--- src/inc/ident_readback_consts.vh ---
// What this block does
// - Command AFh or address AF00h returns the one-byte continue checksum.
// - These read commands are answered in every power state, sleep included.
// - Power-on, software or hardware reset makes the checksum read 00h.
// - Command DAh or DA00h returns manufacturer byte, 00h until programmed.
// - Command DBh or DB00h returns module version byte from programmed store.
`ifndef IDENT_READBACK_CONSTS_VH
`define IDENT_READBACK_CONSTS_VH
`define CMD_CHECKSUM     8'hAF
`define CMD_FIRST_ID     8'hDA
`define CMD_SECOND_ID    8'hDB
`define CMD_THIRD_ID     8'hDC
`define ADDR_CHECKSUM    16'hAF00
`define ADDR_FIRST_ID    16'hDA00
`define ADDR_SECOND_ID   16'hDB00
`define ADDR_THIRD_ID    16'hDC00
`define LOW_MSB          7
`define LOW_LSB          0
`define HIGH_MSB         15
`define HIGH_LSB         8
`define BYTE_ZERO        8'h00
`define WORD_ZERO        16'h0000
`define HOST_WAIT_MS     300
`endif

--- src/design/ident_byte_store.v ---
`timescale 1ns/1ps
`include "ident_readback_consts.vh"
module ident_byte_store
#(
	parameter WIDTH = 8
)
(
	// Clock and reset
	input  wire             clk,
	input  wire             rst,
	// Programmed store side
	input  wire             programmed,
	input  wire [WIDTH-1:0] stored_value,
	// Value seen by the host
	output reg  [WIDTH-1:0] value
);
	// Unprogrammed store reads zero
	always @(posedge clk or posedge rst)
	begin
		if (rst)
			value <= `BYTE_ZERO;
		else if (programmed)
			value <= stored_value;
		else
			value <= `BYTE_ZERO;
	end
endmodule // ident_byte_store

--- src/design/ident_readback.v ---
`timescale 1ns/1ps
`include "ident_readback_consts.vh"
module ident_readback
#(
	parameter DATA_WIDTH = 8,
	parameter ADDR_WIDTH = 16,
	parameter BUS_WIDTH  = 16
)
(
	// Clock and reset
	input  wire                  clk,
	input  wire                  rst,
	input  wire                  soft_reset,
	// Host read request
	input  wire                  read_req,
	input  wire                  serial_link,
	input  wire                  wide_bus,
	input  wire [ADDR_WIDTH-1:0] read_addr,
	// Checksum engine
	input  wire                  checksum_update,
	input  wire [DATA_WIDTH-1:0] checksum_in,
	// One-time-programmable store
	input  wire                  otp_programmed,
	input  wire [DATA_WIDTH-1:0] manufacturer_otp,
	input  wire [DATA_WIDTH-1:0] version_otp,
	input  wire [DATA_WIDTH-1:0] driver_otp,
	// Answer
	output reg                   read_valid,
	output reg                   read_hit,
	output reg  [BUS_WIDTH-1:0]  read_data
);
	// One-hot codes of the answered command
	localparam PICK_NONE     = 5'b00001;
	localparam PICK_CHECKSUM = 5'b00010;
	localparam PICK_FIRST    = 5'b00100;
	localparam PICK_SECOND   = 5'b01000;
	localparam PICK_THIRD    = 5'b10000;

	// Held checksum and stored identity bytes
	reg  [DATA_WIDTH-1:0] continue_checksum_value;
	wire [DATA_WIDTH-1:0] manufacturer_ident_value;
	wire [DATA_WIDTH-1:0] version_ident_value;
	wire [DATA_WIDTH-1:0] driver_ident_value;

	// Command decode
	wire [7:0]            code;
	wire                  addr_form_ok;
	wire                  match_checksum;
	wire                  match_first_id;
	wire                  match_second_id;
	wire                  match_third_id;
	reg  [4:0]            pick;
	reg  [DATA_WIDTH-1:0] sel;
	reg                   hit;

	// Next values of the answer flops
	reg                   next_read_valid;
	reg                   next_read_hit;
	reg  [BUS_WIDTH-1:0]  next_read_data;

	// Software reset outranks a same-cycle checksum update
	always @(posedge clk or posedge rst)
	begin
		if (rst)
		begin
			continue_checksum_value <= `BYTE_ZERO;
		end
		else if (soft_reset)
		begin
			continue_checksum_value <= `BYTE_ZERO;
		end
		else if (checksum_update)
		begin
			continue_checksum_value <= checksum_in;
		end
	end

	ident_byte_store
	#(
		.WIDTH (DATA_WIDTH)
	)
	u_first
	(
		.clk          (clk),
		.rst          (rst),
		.programmed   (otp_programmed),
		.stored_value (manufacturer_otp),
		.value        (manufacturer_ident_value)
	);

	ident_byte_store
	#(
		.WIDTH (DATA_WIDTH)
	)
	u_second
	(
		.clk          (clk),
		.rst          (rst),
		.programmed   (otp_programmed),
		.stored_value (version_otp),
		.value        (version_ident_value)
	);

	ident_byte_store
	#(
		.WIDTH (DATA_WIDTH)
	)
	u_third
	(
		.clk          (clk),
		.rst          (rst),
		.programmed   (otp_programmed),
		.stored_value (driver_otp),
		.value        (driver_ident_value)
	);

	// Serial link sends the bare code; a bus address carries it in the high byte
	assign code = serial_link ? read_addr[`LOW_MSB:`LOW_LSB]
	                          : read_addr[`HIGH_MSB:`HIGH_LSB];

	// A bus address with a nonzero low byte names no readback command
	assign addr_form_ok    = serial_link | (read_addr[`LOW_MSB:`LOW_LSB] == `BYTE_ZERO);
	assign match_checksum  = addr_form_ok & (code == `CMD_CHECKSUM);
	assign match_first_id  = addr_form_ok & (code == `CMD_FIRST_ID);
	assign match_second_id = addr_form_ok & (code == `CMD_SECOND_ID);
	assign match_third_id  = addr_form_ok & (code == `CMD_THIRD_ID);

	// Priority is moot: the four codes are distinct
	always @*
	begin
		pick = PICK_NONE;
		if (match_checksum)
		begin
			pick = PICK_CHECKSUM;
		end
		else if (match_first_id)
		begin
			pick = PICK_FIRST;
		end
		else if (match_second_id)
		begin
			pick = PICK_SECOND;
		end
		else if (match_third_id)
		begin
			pick = PICK_THIRD;
		end
	end

	// No power-state input: answered in sleep too
	always @*
	begin
		sel = `BYTE_ZERO;
		hit = 1'b0;
		case (pick)
			PICK_CHECKSUM:
			begin
				sel = continue_checksum_value;
				hit = 1'b1;
			end
			PICK_FIRST:
			begin
				sel = manufacturer_ident_value;
				hit = 1'b1;
			end
			PICK_SECOND:
			begin
				sel = version_ident_value;
				hit = 1'b1;
			end
			PICK_THIRD:
			begin
				sel = driver_ident_value;
				hit = 1'b1;
			end
			default:
			begin
				sel = `BYTE_ZERO;
				hit = 1'b0;
			end
		endcase
	end

	// Answer formed here, then registered so every output is a flop
	always @*
	begin
		next_read_valid = read_req;
		next_read_hit   = read_req & hit;
		next_read_data  = read_data;
		if (read_req)
		begin
			next_read_data = {`BYTE_ZERO, sel};
		end
	end

	// Valid and hit stand for one cycle per request
	always @(posedge clk or posedge rst)
	begin
		if (rst)
		begin
			read_valid <= 1'b0;
		end
		else
		begin
			read_valid <= next_read_valid;
		end
	end

	always @(posedge clk or posedge rst)
	begin
		if (rst)
		begin
			read_hit <= 1'b0;
		end
		else
		begin
			read_hit <= next_read_hit;
		end
	end

	// Data holds until the next request, so a slow host may fetch it late
	always @(posedge clk or posedge rst)
	begin
		if (rst)
		begin
			read_data <= `WORD_ZERO;
		end
		else
		begin
			read_data <= next_read_data;
		end
	end
endmodule // ident_readback

--- config.mk ---
export PLATFORM = sky130hd
export DESIGN_NAME = ident_readback
export DESIGN_NICKNAME = d
export VERILOG_FILES = /design/src/design/ident_byte_store.v /design/src/design/ident_readback.v
export VERILOG_INCLUDE_DIRS = /design/src /design/src/inc
export SDC_FILE = /design/constraint.sdc
export NUM_CORES = 1
export LEC_CHECK = 0
export ABC_AREA = 1
export BUFFER_PORTS_ARGS = -buffer_cell sky130_fd_sc_hd__buf_4
export CAP_MARGIN = 20
export CORE_MARGIN = 1.5
export CORE_UTILIZATION = 50
export CTS_BUF_LIST = sky130_fd_sc_hd__clkbuf_8
export DETAILED_ROUTE_END_ITERATION = 10
export PLACE_DENSITY_LB_ADDON = 0.12
export SLEW_MARGIN = 0
export SYNTH_ARGS = -nofsm -noshare
export SYNTH_HDL_FRONTEND = slang
export SYNTH_SLANG_ARGS = --single-unit
--- constraint.sdc ---
create_clock -name clk -period 2.2 [get_ports clk]
set_input_delay 0.11 -clock clk [delete_from_list [all_inputs] [get_ports clk]]
set_output_delay 0.11 -clock clk [all_outputs]
set_load 0.1 [all_outputs]
---- Word level (Yosys, flattened, before mapping) ----
Index checks and enable logic that the tools add are counted.
storage, ports and cells
  word-level logic and storage cells ...... 36
  register bits after elaboration ......... 42
  RAM bits ................................ 0
  output and inout bits ................... 18
  memories kept ........................... 0
  latch bits .............................. 0
  bits in read-only memories .............. 0
  bits of input ports ..................... 56
cells by class
  order comparisons ....................... 0
  multiply operators ...................... 0
  shifts and indexed selects .............. 0
  eq/ne operators ......................... 8
  reduce and logical (&&, ||, !) cells .... 3
  bitwise gates (word level) .............. 6
  add/subtract/negate cells ............... 0
  multiplexer cells ....................... 12
  div/mod/pow operators ................... 0
operator list
  operator                                        number
  two-way mux 8 bit                               6
  == test 8 bit (second input constant)           4
  one-hot mux 8 bit (4 select lines)              1
  two-way mux 5 bit                               4
  zero test 8 bit                                 1
  AND 1 bit                                       5
  == test 5 x 2 -> 1 bit (second input constant)  1
  == test 5 x 3 -> 1 bit (second input constant)  1
  == test 5 x 4 -> 1 bit (second input constant)  1
  == test 5 bit (second input constant)           1
  OR reduction 4 bit                              1
  nonzero test 2 bit                              1
  two-way mux 1 bit                               1
  OR 1 bit                                        1

---- Logic depth before layout (Yosys ltp) ----
Gate-level depths: netlist of run 1.
  word-level depth ........................ 11
  depth in mapped cells ................... 12
  depth with buffers taken out ............ 11

---- Hierarchy ----
From an unflattened synthesis of run 1, not the netlist that was laid out.
second synthesis, totals
  cells, all modules ...................... 326
  area total of the unflattened synthesis .. 2337.2 sq um
modules (own cells, without submodules)
  module            area each (sq um)  sequential area each (sq um)  instances  cells an instance
  ident_readback    1530.2             450.4                         1          248
  ident_byte_store  269.0              200.2                         3          26

---- Worst setup path after synthesis of run 1 ----
Ideal clock, no wire load.
  path type ............................... flip-flop to flip-flop
  from .................................... reg, netlist name read_data[0]
  to ...................................... reg read_data[0]
  buffers on the path ..................... 0
  stages on the path, launching flop included .. 3
  arrival time ............................ 1.088 ns
  clock period less this slack ............ 1.156 ns
  library setup time ...................... 0.068 ns
  slack ................................... 1.044 ns
  required time ........................... 2.132 ns
  cell sequence ........................... dfrtp_1 nand2_1 nand2_1
RTL lines
  what                  line                  text
  end signal, assigned  ident_readback.v:226  read_data <= `WORD_ZERO;
  end signal, assigned  ident_readback.v:230  read_data <= next_read_data;
  end, declared         ident_readback.v:30   output reg [BUS_WIDTH-1:0] read_data

---- Worst setup path in the final report of run 1 ----
  from .................................... in serial_link
  to ...................................... reg read_data[1]
on the way
  word-level cells in the longest chain between the ends .. 9
  elaborated cells on any way between the ends .. 19
  those cells by class .................... eq/ne (8); mux (6); bitwise (5)
ends and longest elaborated chain
  what                                   line                  text
  start, declared                        ident_readback.v:16   input wire serial_link,
  two-way mux 8 bit                      ident_readback.v:118  assign code = serial_link ? read_addr[`LOW_MSB:`LOW_LSB]
  == test 8 bit (no source line)         -
  AND 1 bit                              ident_readback.v:126  assign match_third_id = addr_form_ok & (code == `CMD_THIRD_ID);
  two-way mux 5 bit                      ident_readback.v:144  else if (match_third_id)
  two-way mux 5 bit                      ident_readback.v:140  else if (match_second_id)
  two-way mux 5 bit                      ident_readback.v:136  else if (match_first_id)
  two-way mux 5 bit *                    ident_readback.v:132  if (match_checksum)
  == test 5 bit (tied with other cells)  ident_readback.v:155  case (pick)
  one-hot mux 8 bit (4 select lines) *   ident_readback.v:155
Every way passes the cells marked *; elsewhere a longest branch is shown, timed or not.
A chain may end at the register's enable or synchronous reset.

==> flow_summary.ini, run 1 <==
[status]
outcome = complete, no violations

[synthesis]
ys_ff_latch = 42
synth_compound_area_share_pct = 2.73
synth_mux_area_share_pct = 0
synth-xor-area-share_pct = 0
synth.area.top_cells = dfrtp_1, nand2_1, inv_1
synth_cell_type_count = 20
yosys.area_share.adder_pct = 0
netlist_instances = 322
yosys_warnings = 0
yosysTopAreaCell = dfrtp_1
synth_seq_area_share_pct = 45.9
netlist.area_leader.share_pct = 45.9
synth_top_family_by_area = simple AND/OR/NAND/NOR gates
synthSimpleGateAreaFrac_pct = 34.4
synth_area_sq_um = 2290
syn_area_per_cell_sq_um = 7.11

[worst_hold_path]
hold_path.class = in2reg

[cts]
ctsHoldBuffers = 11
htree_num_levels = 2
numClockSinks = 42
cts_buffers = 5
clk_pin_slew_ns = 0.08
cts_max_path_buffers = 2
cts_tree = built
cts_resized = 0
cts_setup_buffers = 0
clk_latency_ns = 0.29
root_buffer = clkbuf_8

[pwr]
leakage_nw = 1.77
ir_drop_mv = 0.374
power_density_nw_per_um2 = 571

[route]
via_per_inst = 4.33
routed_wl_um = 4420
first_pass_iters = 4
drtIter0Drc = 90
via_count = 1947
wl_per_cell_um = 9.83
drtAntennaViolNets = 0
route.detailed.drc = 0

[worst_setup_path]
r2r_start = u_second.value[0]
cp-start-kind = input port
endpoint = read_data[1]
critPathKind = in2reg
rr_worst_depth = 6
startpoint = serial_link
critPathMaxFanout = 15
cp.arrival_ns = 1.51
cp-end-kind = flip-flop
cp.required_ns = 2.44
reg2reg_to = read_data[0]
rrSetupSlack_ns = 1.30

[final_layout]
area_delta_synth_final_pct = 30.1
layout-drive-gt1-share_pct = 23.4
nets = 453
antennaDiodeCount = 0
stdcell_count = 450
final_core_util_pct = 67.9

[timing]
period_needed_ns = 1.27
slew_viol_final = 0
clock_skew_ns = 0.00891
finalHoldViolations = 0
maxSlewHeadroom_pct = 66.3
setup_viol = 0
rsz0062_at_grt = false
tightest_slew_ns = 0.506
period_share_pct = 57.8
setup_tns_ns = 0
max_freq_mhz = 786

[placement]
numPlacedInstances = 431
dp_hpwl_um = 3310
gp_congestion = 0.760
portBuffers = 64

[global_routing]
antenna_found_initial = 0
grt_usage_pct = 19.8
grt_overflow_total = 0
grt_pass1_vias = 1919
grt_pass1_wl_um = 7820
grt_start_max_net_pins = 43

[die]
num_rows = 24
die_y_um = 70.7
core_area_sq_um = 4380
io-pin-count = 74
dieArea_sq_um = 4990
start_util_pct = 52.2
die_w_um = 70.7

[run]
max_cap_viol_count = 0
[power by group]
| part | switching [mW] | internal (mW) | total [mW] |
|---|---|---|---|
| Clock | 0.260 | 0.334 | 0.594 |
| Combinational | 0.183 | 0.111 | 0.294 |
| Sequential | 0.00845 | 0.803 | 0.811 |
| Total | 0.451 | 1.25 | 1.70 |
[worst min path at each step]
stage | start | to | slack [ns] | cells after the start
2_1_floorplan | read_req | read_valid | 0.14 | 0
3_3_place_gp | rst | read_valid | 0.28 | 3
3_5_place_dp | rst | read_data[2] | 0.28 | 3
4_1_cts | driver_otp[3] | u_third.value[3] | 0.003 | 3
5_1_grt | manufacturer_otp[2] | u_first.value[2] | 0.008 | 3
6_report | manufacturer_otp[0] | u_first.value[0] | 0.007 | 3
[per-layer routing]
metal	share of wire [%]	up-vias	track usage [%]
met4	0.88	0	4.40
met5	0	-	0
met3	5.4	5	5.13
met1	47	849	25.7
li1	-	1045	-
met2	47	48	33.8
[layout make-up]
class / instances / area [sq um]
tap: 52 / 65.1
fill: 382 / 1410
timing repair buffer: 76 / 598
clock inverter: 3 / 41.3
clock buffer: 5 / 68.8
inverter: 73 / 274
sequential: 42 / 1050
multi-input combinational: 199 / 880
[cell usage in the layout, fill, tap and decap left out]
master	instances
conb_1	8
inv_1	72
bufinv_16	1
dlygate4sd3_1	11
or2_2	1
buf_4	65
clkinv_1	1
nand3_4	4
inv_2	1
nor2_1	53
nand2_1	101
nor2_4	1
nand2_2	9
o21ai_4	1
clkbuf_8	5
o21ai_0	8
nor2_2	4
dfrtp_1	42
nand3_1	8
a31oi_1	1
clkinvlp_4	1
[state kept, by name (all words and copies together) (netlist names)]
name,flops
continue_checksum_value,8
read_data,8
u_first.value,8
u_second.value,8
u_third.value,8
read_hit,1
read_valid,1
[critical path, stage by stage]
cell,delay [ns]
buf_4,0.17
inv_2,0.23
nand2_1,0.09
nand2_1,0.07
nand2_1,0.08
nor2_4,0.22
nand3_4,0.16
nor2_1,0.13
nor2_1,0.07
nand2_1,0.08
nand2_1,0.05
nand2_1,0.05
[cell usage after synthesis]
cell type / number
a31oi_1: 1
inv_2: 1
nand3_4: 4
buf_6: 2
buf_4: 8
dfrtp_1: 42
clkbuf_1: 4
o21ai_4: 1
o21ai_0: 8
nor2_2: 4
nand2_2: 9
or2_2: 1
clkinv_1: 1
inv_1: 71
conb_1: 1
nor2_1: 53
nand2_1: 101
clkbuf_8: 1
nor2_4: 1
nand3_1: 8
[through the flow]
step	hold slack, ns	setup WS (ns)	power [mW]	instance area (sq um)
CTS	0.00251	0.912	1.71	2980
finish	0.00718	0.928	1.70	2980
global placement	0.276	0.639	1.10	2760
global route	0.00769	0.702	1.78	2980
floorplan	0.141	1.04	1.02	2320
detailed placement	0.282	0.603	1.11	2760
[cell families after synthesis]
logic type	count (synthesis)
AOI/OAI and AO/OA	10
buffers and inverters	88
DFF	42
other	1
and+or+nand+nor	181
Power figures use the tool's default switching activity.
==> run 2: changes to the inputs <==
Clock period 2.2 ns to 1.28 ns, I/O delays scaled along.
==> flow_summary.ini, run 2 (synthesized netlist as in run 1, its figures left out) <==
[status]
outcome = complete, no violations

[route]
top_layer_used = met4
wl_met1_um = 2160
via_count = 2036
route.met3.wl_um = 233
via_per_inst = 4.32
first_pass_iters = 4
wl_per_cell_um = 10.1
routed_wl_um = 4750
wl_met2_um = 2320
drtIter0Drc = 100
drtAntennaViolNets = 0
route.detailed.drc = 0

[timing]
tightest_slew_ns = 0.505
finalHoldViolations = 0
setup_tns_ns = 0
max_freq_mhz = 888
period_needed_ns = 1.13
clock_skew_ns = 0.00337
maxSlewHeadroom_pct = 66.3
fin_ws_ns = 0.153
worst_hold_slack_ns = 0.00446
setup_viol = 0
period_share_pct = 88.0
slew_viol_final = 0
rsz0062_at_grt = false

[pwr]
ir_drop_mv = 0.630
pwr-share-comb_pct = 17.4
power.internal_mw = 2.44
power_density_nw_per_um2 = 1010
finalPower_mw = 3.22
switchingPower_uw = 780
leakage_nw = 1.88
power_frac_seq_pct = 43.3
swShare_pct = 24.2
clockPowerShare_pct = 39.3

[global_routing]
grt_usage_pct = 20.5
grt_start_max_net_pins = 43
grt_pass1_wl_um = 8110
grt_pass1_vias = 1972
antenna_found_initial = 0
grt_overflow_total = 0

[cts]
cts_buffers = 5
cts_tree = built
cts_max_path_buffers = 2
root_buffer = clkbuf_8
numClockSinks = 42
clk_latency_ns = 0.29
clk_pin_slew_ns = 0.08
htree_num_levels = 2
cts_setup_buffers = 0

[final_layout]
antennaDiodeCount = 0
nets = 474
multiInputGateArea_sq_um = 880
final_common_cell = nand2_1
fillCellCount = 339
final_cell_mix = nand2_1, inv_1, buf_4
regArea_sq_um = 1050
layout-drive-gt1-share_pct = 23.9
final_cell_area_sq_um = 3210
final_core_util_pct = 73.1
area_delta_synth_final_pct = 40.0
stdcell_count = 471

[worst_setup_path]
slowest_stage = nor2_4
rrSetupSlack_ns = 0.40
cp.arrival_ns = 1.36
crit_family = simple AND/OR/NAND/NOR gates
rr_worst_depth = 6
critPathMaxFanout = 15
cp_common_cell = nand2_1
startpoint = serial_link
critPathKind = in2reg
crit_chain = buf_4 -> inv_2 -> nand2_1 -> nand2_1 -> nand2_1 -> nor2_4 -> nand3_4 -> nor2_1 -> nor2_1 -> nand2_1 -> nand2_1 -> nand2_1
reg2reg_to = read_data[0]
r2r_start = u_second.value[0]
cp-end-kind = flip-flop
cp_slowest_stage_delay_ns = 0.21
cp.required_ns = 1.51
cp-start-kind = input port
cp_num_buf_inv = 2

[die]
core_area_sq_um = 4380
die_w_um = 70.7
num_rows = 24
io-pin-count = 74
die_y_um = 70.7
dieArea_sq_um = 4990
start_util_pct = 52.2

[placement]
place_area_sq_um = 2800
dp_slack_ns = -0.168
gp_congestion = 0.811
numPlacedInstances = 437
portBuffers = 64
dp_hpwl_um = 3310

[worst_hold_path]
holdPathStages = 3
hold_end = continue_checksum_value[3]
min_from = checksum_in[3]
hold_path.class = in2reg

[run]
max_cap_viol_count = 0
run 2: changes by cell type in the layout (fill, tap and decap cells not counted):
| cell | before | now |
|---|---|---|
| dlygate4sd3_1 | 11 | 26 |
| buf_4 | 65 | 71 |
| bufinv_16 | 1 | 2 |
| clkbuf_8 | 5 | 6 |
| clkinvlp_4 | 1 | 0 |
| inv_1 | 72 | 71 |
run 2: tightest hold or removal path, cell delays in order:
cell     delay (ns)
buf_4          0.08
nand3_1        0.05
o21ai_0        0.06
run 2: layer usage:
| layer | track usage (%) | vias to the layer above |
|---|---|---|
| met4 | 3.77 | 0 |
| met5 | 0 | - |
| met1 | 25.3 | 897 |
| li1 | - | 1085 |
| met3 | 5.98 | 5 |
| met2 | 36.2 | 49 |
run 2: cell type report:
cell class                 instances  share of cell area, %
sequential                        42                   32.8
inverter                          73                   8.55
clock inverter                     2                   1.87
tap                               52                   2.03
timing repair buffer              97                   24.7
multi-input combinational        199                   27.4
clock buffer                       6                   2.58
run 2: power by group through the flow:
stage / sequential, mW / combinational, mW / clock (mW)
2_1_floorplan: 1.43 / 0.320 / 0
3_3_place_gp: 1.42 / 0.494 / 0
3_5_place_dp: 1.42 / 0.497 / 0
4_1_cts: 1.39 / 0.562 / 1.29
5_1_grt: 1.40 / 0.622 / 1.35
6_report: 1.39 / 0.561 / 1.27
run 2: worst max-delay path by stage:
stage                              end  depth (start not counted)
after floorplan           read_data[0]                          2
after global placement    read_data[0]                         12
after detailed placement  read_data[0]                         12
after CTS                 read_data[0]                         12
after global routing      read_data[0]                         12
final                     read_data[0]                         12
run 2: timing repair:
item | CTS | global route
hold endpoints to repair | 67 | 0
hold buffers | 26 | 0
gates resized for setup | 0 | 0
==> run 3: changes to the inputs <==
Settings changed: PLACE_DENSITY set to 0.88, PLACE_DENSITY_LB_ADDON 0.12 to unset.
==> flow_summary.ini, run 3 (synthesized netlist as in run 1, its figures left out) <==
[placement]
numPlacedInstances = 433
gp_congestion = 0.797
portBuffers = 64
dp_hpwl_um = 3470

[timing]
rsz0062_at_grt = false
tightest_slew_ns = 0.504
slew_viol_final = 0
period_needed_ns = 1.11
period_share_pct = 86.6
finalHoldViolations = 0
max_freq_mhz = 902
setup_viol = 0
setup_tns_ns = 0
maxSlewHeadroom_pct = 66.4
clock_skew_ns = 0.0102

[route]
route.detailed.drc = 0
first_pass_iters = 4
via_per_inst = 4.42
via_count = 2064
drtIter0Drc = 142
drtAntennaViolNets = 0
wl_per_cell_um = 10.9
routed_wl_um = 5070

[pwr]
clockPowerShare_pct = 31.3
switchingPower_uw = 804
pwr-share-comb_pct = 19.6
swShare_pct = 28.3
leakage_nw = 1.84
finalPower_mw = 2.84
ir_drop_mv = 0.884
power_density_nw_per_um2 = 909
power_frac_seq_pct = 49.1
power.internal_mw = 2.04

[status]
outcome = complete, no violations

[global_routing]
grt_pass1_wl_um = 8590
grt_usage_pct = 21.9
grt_start_max_net_pins = 43
grt_pass1_vias = 2042
grt_overflow_total = 0
antenna_found_initial = 0

[cts]
numClockSinks = 42
cts_max_path_buffers = 2
clk_pin_slew_ns = 0.08
clk_latency_ns = 0.30
cts_buffers = 5
cts_tree = built
cts_resized = 0
htree_num_levels = 2
root_buffer = clkbuf_8

[worst_hold_path]
hold_end = continue_checksum_value[2]
min_from = checksum_in[2]
holdPathStages = 3
hold_path.class = in2reg

[die]
start_util_pct = 52.2
die_w_um = 70.7
core_area_sq_um = 4380
num_rows = 24
dieArea_sq_um = 4990
io-pin-count = 74
die_y_um = 70.7

[worst_setup_path]
cp-end-kind = flip-flop
critPathMaxFanout = 15
cp.required_ns = 1.53
critPathKind = in2reg
cp-start-kind = input port
rrSetupSlack_ns = 0.38
rr_worst_depth = 6
r2r_start = continue_checksum_value[7]
reg2reg_to = read_data[7]
cp.arrival_ns = 1.36

[final_layout]
antennaDiodeCount = 0
final_cell_mix = nand2_1, inv_1, buf_4
layout-drive-gt1-share_pct = 23.1
stdcell_count = 467
nets = 470
multiInputGateArea_sq_um = 880
area_delta_synth_final_pct = 36.6
final_common_cell = nand2_1
regArea_sq_um = 1050
fillCellCount = 303

[run]
max_cap_viol_count = 0
-- run 3: worst max path at each step --
stage	startpoint	end	slack (ns)	cells after the start
floorplan	read_data[0]	read_data[0]	0.12	2
global placement	serial_link	read_data[1]	-0.07	12
detailed placement	serial_link	read_data[2]	-0.13	12
CTS	serial_link	read_data[2]	0.17	12
global route	serial_link	read_data[5]	0.02	12
finish	serial_link	read_data[2]	0.17	12
-- run 3: cell type report --
cell class	instances	area share, %
clock buffers	6	2.64
inverters	73	8.76
flip-flops and latches	42	33.6
multi-input cells	199	28.1
clock inverters	2	0.400
repair buffers	93	24.4
well taps	52	2.08
-- run 3: timing repair --
action,4_1_cts,5_1_grt
hold endpoints to repair,67,0
buffers inserted,0,0
hold buffers,26,0
-- run 3: per-stage QoR --
stage                     setup WS, ns  area (sq um)  hold slack, ns  util, %
after floorplan                  0.124          2320          0.0954        -
after global placement         -0.0721          2770           0.212     63.2
after detailed placement        -0.135          2770           0.227     63.2
after CTS                        0.171          3130          0.0126     71.3
after global routing            0.0176          3130          0.0283     71.3
final                            0.172          3130         0.00691     71.3
-- run 3: critical path, stage by stage --
cell     delay (ns)
buf_4          0.12
inv_2          0.18
nand2_1        0.08
nand2_1        0.09
nand2_1        0.09
nor2_4         0.19
nand3_4        0.16
nor2_1         0.14
nor2_1         0.06
nand2_1        0.07
nand2_1        0.05
nand2_1        0.06
-- run 3: power by group through the flow --
stage	logic (mW)	clock network, mW	registers (mW)
4_1_cts	0.553	0.892	1.39
5_1_grt	0.611	0.963	1.40
2_1_floorplan	0.320	0	1.43
3_5_place_dp	0.489	0	1.42
3_3_place_gp	0.476	0	1.42
6_report	0.557	0.890	1.40
-- run 3: routing by layer --
metal	part of all wire, %	vias up	global-route usage [%]
li1	-	1079	-
met1	41	922	24.6
met2	53	52	40.7
met3	4.1	11	5.56
met4	2.1	0	6.71
met5	0	-	0
